<file path="src/design/chsf_defines.svh">
// offsets, field positions, reset values and masks of the status flag block
`ifndef CHSF_DEFINES_SVH
`define CHSF_DEFINES_SVH
`define CHSF_STATUS_OFFS 12'h040
`define CHSF_CTRL_OFFS 12'h058
`define CHSF_STATUS_RST 32'h0c000025
`define CHSF_CTRL_RST 32'h00000000
`define CHSF_BIT_UNDERRUN_ERROR 31
`define CHSF_BIT_OVERRUN_ERROR 30
`define CHSF_BIT_TRANSFER_DONE 27
`define CHSF_BIT_FIFO_EMPTY_FLAG 26
`define CHSF_BIT_DMA_DONE_FLAG 25
`define CHSF_BIT_BLKOVR 24
`define CHSF_BIT_COMPLETION_TIMEOUT_ERROR 23
`define CHSF_BIT_DATA_TIMEOUT_ERROR 22
`define CHSF_BIT_DATA_CRC_ERROR 21
`define CHSF_BIT_RESPONSE_TIMEOUT_ERROR 20
`define CHSF_BIT_RESPONSE_ENDBIT_ERROR 19
`define CHSF_BIT_RESPONSE_CRC_ERROR 18
`define CHSF_BIT_RESPONSE_DIRECTION_ERROR 17
`define CHSF_BIT_RESPONSE_INDEX_ERROR 16
`define CHSF_BIT_DMA_TX_EMPTY 15
`define CHSF_BIT_DMA_RX_FULL 14
`define CHSF_BIT_COMPLETION_RECEIVED 13
`define CHSF_BIT_RDWAIT 12
`define CHSF_BIT_IRQB 9
`define CHSF_BIT_IRQA 8
`define CHSF_BIT_DMA_TX_END 7
`define CHSF_BIT_DMA_RX_END 6
`define CHSF_BIT_CARD_NOT_BUSY 5
`define CHSF_BIT_DATA_IN_PROGRESS 4
`define CHSF_BIT_BLOCK_ENDED 3
`define CHSF_BIT_TXRDY 2
`define CHSF_BIT_RXRDY 1
`define CHSF_BIT_CMDRDY 0
`define CHSF_CTRL_FERR_BIT 0
// read-to-clear set (dma done, blkovr, completion_timeout_error, data_timeout_error, data_crc_error, completion_received, irqb, irqa, block_ended)
`define CHSF_RC_MASK 32'h03e02308
// cleared by command register write
`define CHSF_CMDW_MASK 32'h001f0000
// flow errors
`define CHSF_FLOW_MASK 32'hc0000000
// sticky event bits as a whole
`define CHSF_EVT_MASK 32'hc3ff2308
`define CHSF_RESP_OKAY 2'b00
`define CHSF_RESP_SLVERR 2'b10
`endif

</file>
<file path="src/design/chsf_pkg.sv">
// types of the status flag block
package chsf_pkg;
  typedef struct packed {
    logic underrun;
    logic overrun;
    logic dma_done;
    logic dma_blk_ovr;
    logic cmpl_timeout;
    logic data_timeout;
    logic data_crc;
    logic rsp_timeout;
    logic rsp_endbit;
    logic rsp_crc;
    logic rsp_dir;
    logic rsp_index;
    logic cmpl_rcv;
    logic irq_b;
    logic irq_a;
    logic blk_end;
  } chsf_events_t;

  typedef struct packed {
    logic cmd_ready;
    logic bus_idle;
    logic fifo_empty;
    logic dma_tx_empty;
    logic dma_rx_full;
    logic dma_tx_end;
    logic dma_rx_end;
    logic read_wait;
    logic xfer_active;
    logic tx_ready;
    logic rx_ready;
  } chsf_levels_t;

  typedef enum logic [1:0] {
    CHSF_RD_IDLE,
    CHSF_RD_RESP
  } chsf_rd_state_t;

  typedef enum logic [1:0] {
    CHSF_WR_IDLE,
    CHSF_WR_RESP
  } chsf_wr_state_t;
endpackage

</file>
<file path="src/design/chsf_status_flags.sv">
// status flag register bank of the card host controller with AXI4-Lite slave
//
// Functional notes
// - underrun set; clear by command or read
// - overrun set; clear by command or read
// - transfer done when command ready, bus idle
// - fifo empty flag follows fifo contents
// - dma done set, cleared by status read
// - dma block overrun set, read clears
// - completion timeout set, read clears
// - data timeout set, read clears
// - data crc error set, read clears
// - response timeout cleared by command write
// - response end bit error, command write clears
// - response crc error, command write clears
// - response direction error, command write clears
// - response index error, command write clears
// - dma buffer levels shown live
// - completion signal received, read clears
// - read wait state shown live
// - slot a/b card irq, read clears
// - not busy cleared at response, set later
// - data in progress until crc done
// - block ended on write, read clears
//
// Added by the designer: register access over AXI4-Lite.
`timescale 1ns/1ps
`include "chsf_defines.svh"

module chsf_status_flags #(
  parameter int ADDR_W = 12
) (
  input wire logic i_sys_clk,
  input wire logic i_rstn,
  // event strobes from the engines, same clock
  input wire chsf_pkg::chsf_events_t i_evt,
  // live conditions from the engines, same clock
  input wire chsf_pkg::chsf_levels_t i_lvl,
  input wire logic i_new_data_cmd,
  input wire logic i_cmd_reg_write,
  input wire logic i_rsp_end,
  input wire logic i_busy_end,
  // axi4-lite slave
  input wire logic [ADDR_W-1:0] i_awaddr,
  input wire logic i_awvalid,
  output logic o_awready,
  input wire logic [31:0] i_wdata,
  input wire logic [3:0] i_wstrb,
  input wire logic i_wvalid,
  output logic o_wready,
  output logic [1:0] o_bresp,
  output logic o_bvalid,
  input wire logic i_bready,
  input wire logic [ADDR_W-1:0] i_araddr,
  input wire logic i_arvalid,
  output logic o_arready,
  output logic [31:0] o_rdata,
  output logic [1:0] o_rresp,
  output logic o_rvalid,
  input wire logic i_rready,
  output logic o_flow_err_clear_mode
);

  // ----------------------------------------
  // elaboration check
  // ----------------------------------------
  if (ADDR_W < 7 || ADDR_W > 32) begin : g_bad_addr
    $error("address width must hold the register offsets");
  end

  // ----------------------------------------
  // register map constants
  // ----------------------------------------
  localparam logic [31:0] STATUS_ADDR = 32'(`CHSF_STATUS_OFFS);
  localparam logic [31:0] CTRL_ADDR = 32'(`CHSF_CTRL_OFFS);
  localparam logic [31:0] CTRL_RST = `CHSF_CTRL_RST;
  localparam logic [31:0] EVT_MASK = `CHSF_EVT_MASK;

  // ----------------------------------------
  // state
  // ----------------------------------------
  logic [31:0] sticky_q;
  logic [31:0] sticky_d;
  logic [31:0] set_vec;
  logic [31:0] live_vec;
  logic [31:0] clr_vec;
  logic [31:0] status_word;
  logic not_busy_q;
  logic ferr_mode_q;
  chsf_pkg::chsf_rd_state_t rd_st_q;
  chsf_pkg::chsf_wr_state_t wr_st_q;
  logic aw_held_q;
  logic w_held_q;
  logic [ADDR_W-1:0] aw_addr_q;
  logic [31:0] w_data_q;
  logic [3:0] w_strb_q;
  logic status_read;
  logic [31:0] read_snap;
  logic aw_take;
  logic w_take;
  logic wr_go;
  logic [ADDR_W-1:0] wr_addr;
  logic [31:0] wr_data;
  logic [3:0] wr_strb;
  logic ar_take;
  logic ar_status_hit;
  logic ar_ctrl_hit;
  logic aw_ctrl_hit;
  logic [31:0] rd_word;
  logic [1:0] rd_resp;

  // ----------------------------------------
  // event and live vectors
  // ----------------------------------------
  always_comb begin
    set_vec = 32'h00000000;
    set_vec[`CHSF_BIT_UNDERRUN_ERROR] = i_evt.underrun;
    set_vec[`CHSF_BIT_OVERRUN_ERROR] = i_evt.overrun;
    set_vec[`CHSF_BIT_DMA_DONE_FLAG] = i_evt.dma_done;
    set_vec[`CHSF_BIT_BLKOVR] = i_evt.dma_blk_ovr;
    set_vec[`CHSF_BIT_COMPLETION_TIMEOUT_ERROR] = i_evt.cmpl_timeout;
    set_vec[`CHSF_BIT_DATA_TIMEOUT_ERROR] = i_evt.data_timeout;
    set_vec[`CHSF_BIT_DATA_CRC_ERROR] = i_evt.data_crc;
    set_vec[`CHSF_BIT_RESPONSE_TIMEOUT_ERROR] = i_evt.rsp_timeout;
    set_vec[`CHSF_BIT_RESPONSE_ENDBIT_ERROR] = i_evt.rsp_endbit;
    set_vec[`CHSF_BIT_RESPONSE_CRC_ERROR] = i_evt.rsp_crc;
    set_vec[`CHSF_BIT_RESPONSE_DIRECTION_ERROR] = i_evt.rsp_dir;
    set_vec[`CHSF_BIT_RESPONSE_INDEX_ERROR] = i_evt.rsp_index;
    set_vec[`CHSF_BIT_COMPLETION_RECEIVED] = i_evt.cmpl_rcv;
    set_vec[`CHSF_BIT_IRQB] = i_evt.irq_b;
    set_vec[`CHSF_BIT_IRQA] = i_evt.irq_a;
    set_vec[`CHSF_BIT_BLOCK_ENDED] = i_evt.blk_end;
  end

  always_comb begin
    live_vec = 32'h00000000;
    live_vec[`CHSF_BIT_TRANSFER_DONE] = i_lvl.cmd_ready & i_lvl.bus_idle;
    live_vec[`CHSF_BIT_FIFO_EMPTY_FLAG] = i_lvl.fifo_empty;
    live_vec[`CHSF_BIT_DMA_TX_EMPTY] = i_lvl.dma_tx_empty;
    live_vec[`CHSF_BIT_DMA_RX_FULL] = i_lvl.dma_rx_full;
    live_vec[`CHSF_BIT_DMA_TX_END] = i_lvl.dma_tx_end;
    live_vec[`CHSF_BIT_DMA_RX_END] = i_lvl.dma_rx_end;
    live_vec[`CHSF_BIT_RDWAIT] = i_lvl.read_wait;
    live_vec[`CHSF_BIT_CARD_NOT_BUSY] = not_busy_q;
    live_vec[`CHSF_BIT_DATA_IN_PROGRESS] = i_lvl.xfer_active;
    live_vec[`CHSF_BIT_TXRDY] = i_lvl.tx_ready;
    live_vec[`CHSF_BIT_RXRDY] = i_lvl.rx_ready;
    live_vec[`CHSF_BIT_CMDRDY] = i_lvl.cmd_ready;
  end

  assign status_word = (sticky_q & `CHSF_EVT_MASK) | live_vec;

  // ----------------------------------------
  // address decode
  // ----------------------------------------
  assign ar_status_hit = i_araddr[ADDR_W-1:2] == STATUS_ADDR[ADDR_W-1:2];
  assign ar_ctrl_hit = i_araddr[ADDR_W-1:2] == CTRL_ADDR[ADDR_W-1:2];
  assign aw_ctrl_hit = wr_addr[ADDR_W-1:2] == CTRL_ADDR[ADDR_W-1:2];

  // ----------------------------------------
  // clear sources
  // ----------------------------------------
  assign status_read = ar_take && ar_status_hit;
  assign read_snap = status_word;

  always_comb begin
    clr_vec = 32'h00000000;
    if (status_read) begin
      clr_vec = clr_vec | (read_snap & `CHSF_RC_MASK);
      if (ferr_mode_q) begin
        clr_vec = clr_vec | (read_snap & `CHSF_FLOW_MASK);
      end
    end
    if (i_new_data_cmd && !ferr_mode_q) begin
      clr_vec = clr_vec | `CHSF_FLOW_MASK;
    end
    if (i_cmd_reg_write) begin
      clr_vec = clr_vec | `CHSF_CMDW_MASK;
    end
  end

  // ----------------------------------------
  // sticky flag next state, one per bit
  // ----------------------------------------
  // set wins over clear
  for (genvar b = 0; b < 32; b++) begin : g_sticky
    if (EVT_MASK[b]) begin : g_flag
      assign sticky_d[b] = set_vec[b] | (sticky_q[b] & ~clr_vec[b]);
    end else begin : g_none
      assign sticky_d[b] = 1'b0;
    end
  end

  always_ff @(posedge i_sys_clk or negedge i_rstn) begin
    if (!i_rstn) begin
      sticky_q <= `CHSF_STATUS_RST & `CHSF_EVT_MASK;
    end else begin
      sticky_q <= sticky_d;
    end
  end

  // ----------------------------------------
  // card not busy tracking
  // ----------------------------------------
  always_ff @(posedge i_sys_clk or negedge i_rstn) begin
    if (!i_rstn) begin
      not_busy_q <= 1'b1;
    end else if (i_busy_end) begin
      not_busy_q <= 1'b1;
    end else if (i_rsp_end) begin
      not_busy_q <= 1'b0;
    end
  end

  // ----------------------------------------
  // axi4-lite write path
  // ----------------------------------------
  assign aw_take = i_awvalid && o_awready;
  assign w_take = i_wvalid && o_wready;
  assign wr_go = (aw_held_q || aw_take) && (w_held_q || w_take) && (wr_st_q == chsf_pkg::CHSF_WR_IDLE);
  assign wr_addr = aw_held_q ? aw_addr_q : i_awaddr;
  assign wr_data = w_held_q ? w_data_q : i_wdata;
  assign wr_strb = w_held_q ? w_strb_q : i_wstrb;

  // write address capture
  always_ff @(posedge i_sys_clk or negedge i_rstn) begin
    if (!i_rstn) begin
      aw_held_q <= 1'b0;
      aw_addr_q <= '0;
    end else if (wr_go) begin
      aw_held_q <= 1'b0;
    end else if (aw_take) begin
      aw_held_q <= 1'b1;
      aw_addr_q <= i_awaddr;
    end
  end

  // write data capture
  always_ff @(posedge i_sys_clk or negedge i_rstn) begin
    if (!i_rstn) begin
      w_held_q <= 1'b0;
      w_data_q <= 32'h00000000;
      w_strb_q <= 4'h0;
    end else if (wr_go) begin
      w_held_q <= 1'b0;
    end else if (w_take) begin
      w_held_q <= 1'b1;
      w_data_q <= i_wdata;
      w_strb_q <= i_wstrb;
    end
  end

  always_ff @(posedge i_sys_clk or negedge i_rstn) begin
    if (!i_rstn) begin
      o_awready <= 1'b0;
    end else begin
      o_awready <= !aw_held_q && !aw_take && (wr_st_q == chsf_pkg::CHSF_WR_IDLE) && !wr_go;
    end
  end

  always_ff @(posedge i_sys_clk or negedge i_rstn) begin
    if (!i_rstn) begin
      o_wready <= 1'b0;
    end else begin
      o_wready <= !w_held_q && !w_take && (wr_st_q == chsf_pkg::CHSF_WR_IDLE) && !wr_go;
    end
  end

  always_ff @(posedge i_sys_clk or negedge i_rstn) begin
    if (!i_rstn) begin
      wr_st_q <= chsf_pkg::CHSF_WR_IDLE;
      o_bvalid <= 1'b0;
    end else begin
      case (wr_st_q)
        chsf_pkg::CHSF_WR_IDLE: begin
          if (wr_go) begin
            wr_st_q <= chsf_pkg::CHSF_WR_RESP;
            o_bvalid <= 1'b1;
          end
        end
        chsf_pkg::CHSF_WR_RESP: begin
          if (i_bready) begin
            wr_st_q <= chsf_pkg::CHSF_WR_IDLE;
            o_bvalid <= 1'b0;
          end
        end
        default: begin
          wr_st_q <= chsf_pkg::CHSF_WR_IDLE;
          o_bvalid <= 1'b0;
        end
      endcase
    end
  end

  // write response code, latched as the write goes
  always_ff @(posedge i_sys_clk or negedge i_rstn) begin
    if (!i_rstn) begin
      o_bresp <= `CHSF_RESP_OKAY;
    end else if (wr_go) begin
      o_bresp <= aw_ctrl_hit ? `CHSF_RESP_OKAY : `CHSF_RESP_SLVERR;
    end
  end

  // control word: flow error clear mode
  always_ff @(posedge i_sys_clk or negedge i_rstn) begin
    if (!i_rstn) begin
      ferr_mode_q <= CTRL_RST[`CHSF_CTRL_FERR_BIT];
    end else if (wr_go && aw_ctrl_hit && wr_strb[0]) begin
      ferr_mode_q <= wr_data[`CHSF_CTRL_FERR_BIT];
    end
  end

  // registered copy for the engines
  always_ff @(posedge i_sys_clk or negedge i_rstn) begin
    if (!i_rstn) begin
      o_flow_err_clear_mode <= 1'b0;
    end else begin
      o_flow_err_clear_mode <= ferr_mode_q;
    end
  end

  // ----------------------------------------
  // axi4-lite read path
  // ----------------------------------------
  assign ar_take = i_arvalid && o_arready;

  // read data select
  always_comb begin
    rd_word = 32'h00000000;
    rd_resp = `CHSF_RESP_OKAY;
    if (ar_status_hit) begin
      rd_word = read_snap;
    end else if (ar_ctrl_hit) begin
      rd_word = {31'h00000000, ferr_mode_q};
    end else begin
      rd_resp = `CHSF_RESP_SLVERR;
    end
  end

  // read data and response, latched as the address is taken
  always_ff @(posedge i_sys_clk or negedge i_rstn) begin
    if (!i_rstn) begin
      o_rdata <= 32'h00000000;
      o_rresp <= `CHSF_RESP_OKAY;
    end else if (ar_take) begin
      o_rdata <= rd_word;
      o_rresp <= rd_resp;
    end
  end

  always_ff @(posedge i_sys_clk or negedge i_rstn) begin
    if (!i_rstn) begin
      rd_st_q <= chsf_pkg::CHSF_RD_IDLE;
      o_arready <= 1'b0;
      o_rvalid <= 1'b0;
    end else begin
      case (rd_st_q)
        chsf_pkg::CHSF_RD_IDLE: begin
          o_arready <= !ar_take;
          if (ar_take) begin
            rd_st_q <= chsf_pkg::CHSF_RD_RESP;
            o_rvalid <= 1'b1;
          end
        end
        chsf_pkg::CHSF_RD_RESP: begin
          o_arready <= 1'b0;
          if (i_rready) begin
            rd_st_q <= chsf_pkg::CHSF_RD_IDLE;
            o_rvalid <= 1'b0;
            o_arready <= 1'b1;
          end
        end
        default: begin
          rd_st_q <= chsf_pkg::CHSF_RD_IDLE;
          o_rvalid <= 1'b0;
          o_arready <= 1'b0;
        end
      endcase
    end
  end

endmodule

</file>
<file path="config.mk">
export PLATFORM = sky130hd
export DESIGN_NAME = chsf_status_flags
export DESIGN_NICKNAME = d
export VERILOG_FILES = /design/src/design/chsf_pkg.sv /design/src/design/chsf_status_flags.sv
export VERILOG_INCLUDE_DIRS = /design/src /design/src/design
export SDC_FILE = /design/constraint.sdc
export NUM_CORES = 1
export LEC_CHECK = 0
export ABC_AREA = 1
export ABC_CLOCK_PERIOD_IN_PS = 2350
export BUFFER_PORTS_ARGS = -buffer_cell sky130_fd_sc_hd__clkbuf_2
export CORE_AREA = 2 2 80 82
export CTS_BUF_LIST = sky130_fd_sc_hd__clkbuf_16
export CTS_CLUSTER_SIZE = 10
export DETAILED_ROUTE_END_ITERATION = 6
export DIE_AREA = 0 0 82 84
export GPL_TIMING_DRIVEN = 0
export PLACE_DENSITY = 0.84
export SLEW_MARGIN = 30
export SYNTH_ARGS = -nofsm -noshare
export SYNTH_HDL_FRONTEND = slang
export SYNTH_SLANG_ARGS = --single-unit
export TNS_END_PERCENT = 100
</file>
<file path="constraint.sdc">
create_clock -name i_sys_clk -period 2.35 [get_ports i_sys_clk]
set_input_delay 0.235 -clock i_sys_clk [delete_from_list [all_inputs] [get_ports i_sys_clk]]
set_output_delay 0.235 -clock i_sys_clk [all_outputs]
set_load 0.02 [all_outputs]
</file>
==> flow_summary.ini, run 1 <==
[clock_network]
cts_made_buffers = 9
clock_path_buffers = 2
cts.sinks = 68
cts-root-buf = clkbuf_16
h-tree-depth = 3
worstSkewPairLatency_ns = 0.32
clk_transition_reported_paths_ns = 0.05
cts_tree = yes
cts_resized = 0
cts_setup_buffers = 0
hold_buffers = 1

[hold_path]
min_path_cells = 2
whs_endpoint = not_busy_q$_DFFE_PN1P_
min_from = i_rsp_end
hold_path_class = in -> reg

[grt]
grtUsageMet3_pct = 6.602
use_met2_pct = 33.56
grt_max_degree = 38
met1_usage_pct = 23.42
grt_overflow = 0
antenna_found_initial = 0
grt_pass1_wl_um = 10530
grt_pass1_vias = 2402
track_usage_pct = 20.03
gr-max-usage-layer = met2

[final_layout]
fin_util_pct = 61.04
top_register = o_rdata
largest_reg_flops = 28
antenna_cells = 0
reg.largest.list = o_rdata (28), sticky_q (16), aw_addr_q (10)
drive_gt1_share_pct = 33.65
fillers = 556
syn2layout_area_growth_pct = 30.55
fin_nets = 511

[routing]
detail_route.first_pass.iterations = 4
wire_per_inst_um = 12.44
drt_wl_total_um = 6134
drcViolationCount = 0
viasPerCell = 4.661
postRouteAntennaNets = 0
drt_iter0_markers = 78
vias = 2298

[sta]
maxSlewViolCount = 0
period_share_pct = 59.76
finClkSkew_ns = 0.004874
max_freq_mhz = 712.0
hold_viol = 0
finalSetupTns_ns = 0
finalSetupViolCount = 0
period_needed_ns = 1.404
rsz0062_at_grt = no

[power_and_ir_drop]
power_frac_comb_pct = 21.0
p_leak_nw = 2.181
vdd_drop_max_v = 0.0006717
power_frac_seq_pct = 44.3
switching_power_w = 0.0009884
power.share.clock_pct = 34.6
internal_power_w = 0.002284
power_density_nw_per_um2 = 879.3
switching_share_pct = 30.21

[placed_design]
place_congestion = 0.7552
io_buffers = 95
dp_hpwl_um = 4507

[worst_setup_path]
cp_slowest_cell = clkbuf_1
crit_type = reg -> reg
r2r_setup_slack_ns = 0.95
required_ns = 2.58
path_delay_family = buffers and inverters
path_max_fanout = 10
cp_common_cell = nand2_1
ff2ff_path_depth = 5
reg2reg_from = o_arready$_DFF_PN0_
cp_slowest_stage_delay_ns = 0.42
critPathCaptureType = flop
arrival_ns = 1.64
r2r_end = o_rresp[1]$_DFFE_PN0P_
worstPathCellList = nand2_1 -> buf_2 -> clkbuf_1 -> nand2_1 -> o21ai_0
path_buf_inv = 2
cp-start-kind = flop

[run]
max_cap_violations = 0

[logic_synthesis]
synth_top_area_share_pct = 58.82
yosys.area.top_type = dfrtp_1
synthDistinctLibCells = 29
syn_avg_cell_area_um2 = 9.501
ys_ff_latch = 68
synth-seq-area-share_pct = 59.75
synth_cells = 300
ys_top_cells_by_area = dfrtp_1 (59%), nand2_1 (12%), inv_1 (5.4%)
yosysWarnings = 0
syn-cell-area_um2 = 2850

[floorplan]
start_util_pct = 46.76
fp-row-count = 29
ios = 140
fp.coreArea_um2 = 6096
die_area_um2 = 6888
dieWidth_um = 82
die_y_um = 84

[run_status]
outcome = finished clean
[area by class of cell]
| class | instances | area [um2] | area share, % |
|---|---|---|---|
| Clock buffer | 9 | 225.2 | 6.052 |
| Clock inverter | 5 | 22.52 | 0.6052 |
| Inverter | 43 | 165.2 | 4.438 |
| Multi-Input combinational cell | 181 | 898.4 | 24.14 |
| Sequential cell | 68 | 1703 | 45.76 |
| Tap cell | 77 | 96.34 | 2.589 |
| Buffer | 13 | 102.6 | 2.757 |
| Timing Repair Buffer | 97 | 508.0 | 13.65 |
[metrics by stage]
| stage | instances | setup WS (ns) | hold WS [ns] | instance area [um2] | total power [W] |
|---|---|---|---|---|---|
| final | 493 | 0.9456 | 0.06019 | 3721 | 0.003272 |
| after CTS | 493 | 0.9650 | 0.05143 | 3721 | 0.003307 |
| after global routing | 493 | 0.8035 | 0.05872 | 3721 | 0.003480 |
| after global placement | 477 | 0.5870 | 0.3833 | 3441 | 0.002116 |
| after detailed placement | 478 | 0.9876 | 0.2398 | 3463 | 0.002151 |
| after floorplan | 305 | 1.042 | -0.06059 | 2869 | 0.001911 |
[power groups by stage]
stage               Sequential (W)  Clock, W  Combinational (W)
global placement           0.00146         0           0.000661
floorplan                  0.00151         0           0.000399
finish                     0.00145   0.00113           0.000689
global route               0.00147   0.00122           0.000785
CTS                        0.00145   0.00116           0.000694
detailed placement         0.00147         0           0.000686
[synth_stat cells (all sizes together)]
cell and number:
nand2 96, dfrtp 67, inv 42, o21ai 27, o21bai 17, nor2 16, buf 11, nand3 10
a21oi 2, clkbuf 2, clkinv 1, conb 1, dfstp 1, mux2 1, mux2i 1, nand4 1
nor3 1, o21a 1, o22ai 1, or2 1
[worst max-delay path by stage]
| stage | startpoint | endpoint | cells after the start |
|---|---|---|---|
| floorplan | o_awready$_DFF_PN0_ | aw_addr_q[11]$_DFFE_PN0P_ | 8 |
| global placement | i_rstn | sticky_q[23]$_DFF_PN0_ | 1 |
| detailed placement | o_arready$_DFF_PN0_ | o_rresp[1]$_DFFE_PN0P_ | 5 |
| CTS | o_arready$_DFF_PN0_ | o_rresp[1]$_DFFE_PN0P_ | 5 |
| global route | o_arready$_DFF_PN0_ | o_rdata[20]$_DFFE_PN0P_ | 5 |
| finish | o_arready$_DFF_PN0_ | o_rresp[1]$_DFFE_PN0P_ | 5 |
[cell families after synthesis]
| family | synth area share (%) |
|---|---|
| muxes | 0.7463 |
| DFF | 59.75 |
| other | 0.1316 |
| AOI/OAI and AO/OA | 11.37 |
| and+or+nand+nor | 18.61 |
| buffers and inverters | 9.394 |
[cells in the final DEF (no fill, tap or decap), types with 4 or more instances in the layout]
cell type	netlist	final
buf_4	6	6
buf_6	4	4
clkbuf_16	0	9
clkbuf_2	0	94
clkinv_2	1	4
conb_1	1	6
dfrtp_1	67	67
inv_1	41	42
nand2_1	94	94
nand3_1	9	9
nor2_1	13	13
o21ai_0	17	17
o21ai_2	10	10
o21bai_1	17	17
[layer usage]
| metal | share of wire, % | vias to the layer above | wire length [um] |
|---|---|---|---|
| li1 | - | 1140 | - |
| met1 | 41 | 1082 | 2534 |
| met2 | 51 | 67 | 3135 |
| met3 | 6.2 | 9 | 378 |
| met4 | 1.4 | 0 | 86 |
| met5 | 0 | - | 0 |
(Power assumes the default switching activity.)
==> inputs of run 2 (changes only) <==
ABC_CLOCK_PERIOD_IN_PS = 1350   (was 2350)
CORE_AREA = 2 2 82 84   (was 2 2 80 82)
DIE_AREA = 0 0 84 86   (was 0 0 82 84)
PLACE_DENSITY = 0.81   (was 0.84)
clock period = 1.35 ns   (was 2.35 ns; I/O delays follow)
==> run 2 against run 1 <==
Effect of this change:
- clock skew rose by 0.0011 ns
- fmax rose by 11%
- first-iteration DRC count did not move
- cell count rose by 1.8%
- flip-flop and latch count did not move
- sequential share of layout area fell by 1.7 points
- routed wire length fell by 2.1%
- clock power rose by 110%
- critical path depth rose by 3
- combinational power rose by 89%
- largest power group unchanged
==> flow_summary.ini, run 2 (synthesis gave the netlist of run 1 again) <==
[clock_network]
cts-root-buf = clkbuf_16
h-tree-depth = 3
clk_transition_reported_paths_ns = 0.05
cts.sinks = 68
cts_made_buffers = 9
worstSkewPairLatency_ns = 0.32
cts_tree = yes
clock_path_buffers = 2

[worst_setup_path]
cp-start-kind = flop
arrival_ns = 1.50
ff2ff_path_depth = 8
critPathCaptureType = flop
crit_type = reg -> reg
required_ns = 1.58
reg2reg_from = aw_held_q$_DFFE_PN0P_
worstSetupStartpoint = aw_held_q$_DFFE_PN0P_
path_max_fanout = 10

[power_and_ir_drop]
power_frac_comb_pct = 20.9
power_density_nw_per_um2 = 1606
p_leak_nw = 2.242
switching_power_w = 0.001763
vdd_drop_max_v = 0.001083
internal_power_w = 0.004443
power.share.clock_pct = 38.4
power_frac_seq_pct = 40.7
switching_share_pct = 28.41

[final_layout]
design_area_um2 = 3864
reg.largest.list = o_rdata (28), sticky_q (16), aw_addr_q (10)
final_cell_mix = clkbuf_2 (96), nand2_1 (92), dfrtp_1 (67)
syn2layout_area_growth_pct = 35.56
largest_reg_flops = 28
fillers = 562
fin_nets = 518
finalNonFillerCells = 502
antenna_cells = 0
regArea_um2 = 1703
drive_gt1_share_pct = 34.59
multi_input_area_um2 = 908.4
top_register = o_rdata
final_common_cell = clkbuf_2

[floorplan]
ios = 140
die_area_um2 = 7224
dieWidth_um = 84
die_y_um = 86
fp-row-count = 29
start_util_pct = 45.41
fp.coreArea_um2 = 6277

[placed_design]
place_congestion = 0.7695
io_buffers = 95
pre_cts_ws_ns = -0.02976
post_dp_cell_area_um2 = 3471
placedCellCount = 478
dp_hpwl_um = 4436

[routing]
vias = 2297
wire_per_inst_um = 11.96
drcViolationCount = 0
drt_wl_total_um = 6006
detail_route.first_pass.iterations = 4
drt_iter0_markers = 78
postRouteAntennaNets = 0
viasPerCell = 4.576

[sta]
period_needed_ns = 1.271
hold_viol = 0
finalSetupTns_ns = 0
period_share_pct = 94.14
finalSetupViolCount = 0
timing.final.ws_setup_ns = 0.07910
finClkSkew_ns = 0.005952
max_freq_mhz = 786.8
maxSlewViolCount = 0

[grt]
antenna_found_initial = 0
grt_pass1_wl_um = 10210
grt_overflow = 0
track_usage_pct = 18.00
grt_pass1_vias = 2297
grt_max_degree = 47

[hold_path]
min_path_cells = 3
min_from = i_lvl[6]
hold_path_class = in -> reg

[run]
max_cap_violations = 0

[run_status]
outcome = finished clean
[run 2: changes by cell type in the layout (fill, tap and decap cells not counted), sizes merged]
cell,delta
dlygate4sd3,+4
buf,+3
bufinv,+2
clkinv,-1
clkinvlp,+1
[run 2: power groups by stage]
stage | Clock (W) | Combinational, W | Sequential [W]
after CTS | 0.00245 | 0.00122 | 0.00252
after floorplan | 0 | 0.000695 | 0.00263
final | 0.00238 | 0.00130 | 0.00253
after global routing | 0.00253 | 0.00147 | 0.00256
after detailed placement | 0 | 0.00121 | 0.00255
after global placement | 0 | 0.00116 | 0.00254
[run 2: repair_timing]
item,in CTS,in global routing
hold buffers,5,0
setup endpoints to repair,10,20
endpoints found under the hold margin,25,0
pin swaps,0,1
buffers inserted,0,3
gates resized for setup,1,8
[run 2: final timing paths]
path | to | slack (ns)
setup / recovery | aw_addr_q[5]$_DFFE_PN0P_ | 0.08
hold / removal | o_rdata[14]$_DFFE_PN0P_ | 0.01
setup reg to reg | aw_addr_q[5]$_DFFE_PN0P_ | 0.08
hold reg to reg | o_flow_err_clear_mode$_DFF_PN0_ | 0.43
max in group asynchronous | not_busy_q$_DFFE_PN1P_ | 0.48
min in group asynchronous | o_rdata[7]$_DFFE_PN0P_ | 0.29
[run 2: stage by stage]
| stage | util, % | total power (W) | hold slack [ns] |
|---|---|---|---|
| final | 61.55 | 0.006206 | 0.01026 |
| after CTS | 61.01 | 0.006183 | 0.0006452 |
| after global placement | 54.81 | 0.003694 | 0.2829 |
| after global routing | 61.55 | 0.006551 | 0.01061 |
| after floorplan | - | 0.003327 | -0.1606 |
| after detailed placement | 55.29 | 0.003751 | 0.08961 |
[run 2: layout make-up]
cell class              count  area share [%]
clock inverters             7           2.137
multi-input cells         181           23.51
plain buffers              13           2.720
repair buffers            104           14.96
well taps                  77           2.494
inverters                  43           4.275
clock buffers               9           5.829
flip-flops and latches     68           44.07
[run 2: worst max-delay path: stages (launching register included)]
cell and delay (ns):
dfrtp_1 0.38, inv_1 0.11, nand2_2 0.08, nand2_2 0.10
nor2_4 0.06, inv_4 0.08, nand2_4 0.08, buf_6 0.15
o21ai_0 0.15
[run 2: metal layers]
layer  routed length [um]  share of wire, %  global-route usage (%)
met1                 2599                43                   21.76
met2                 2962                49                   30.76
met3                  342               5.7                   4.331
met4                  102               1.7                   8.065
met5                    0                 0                       0
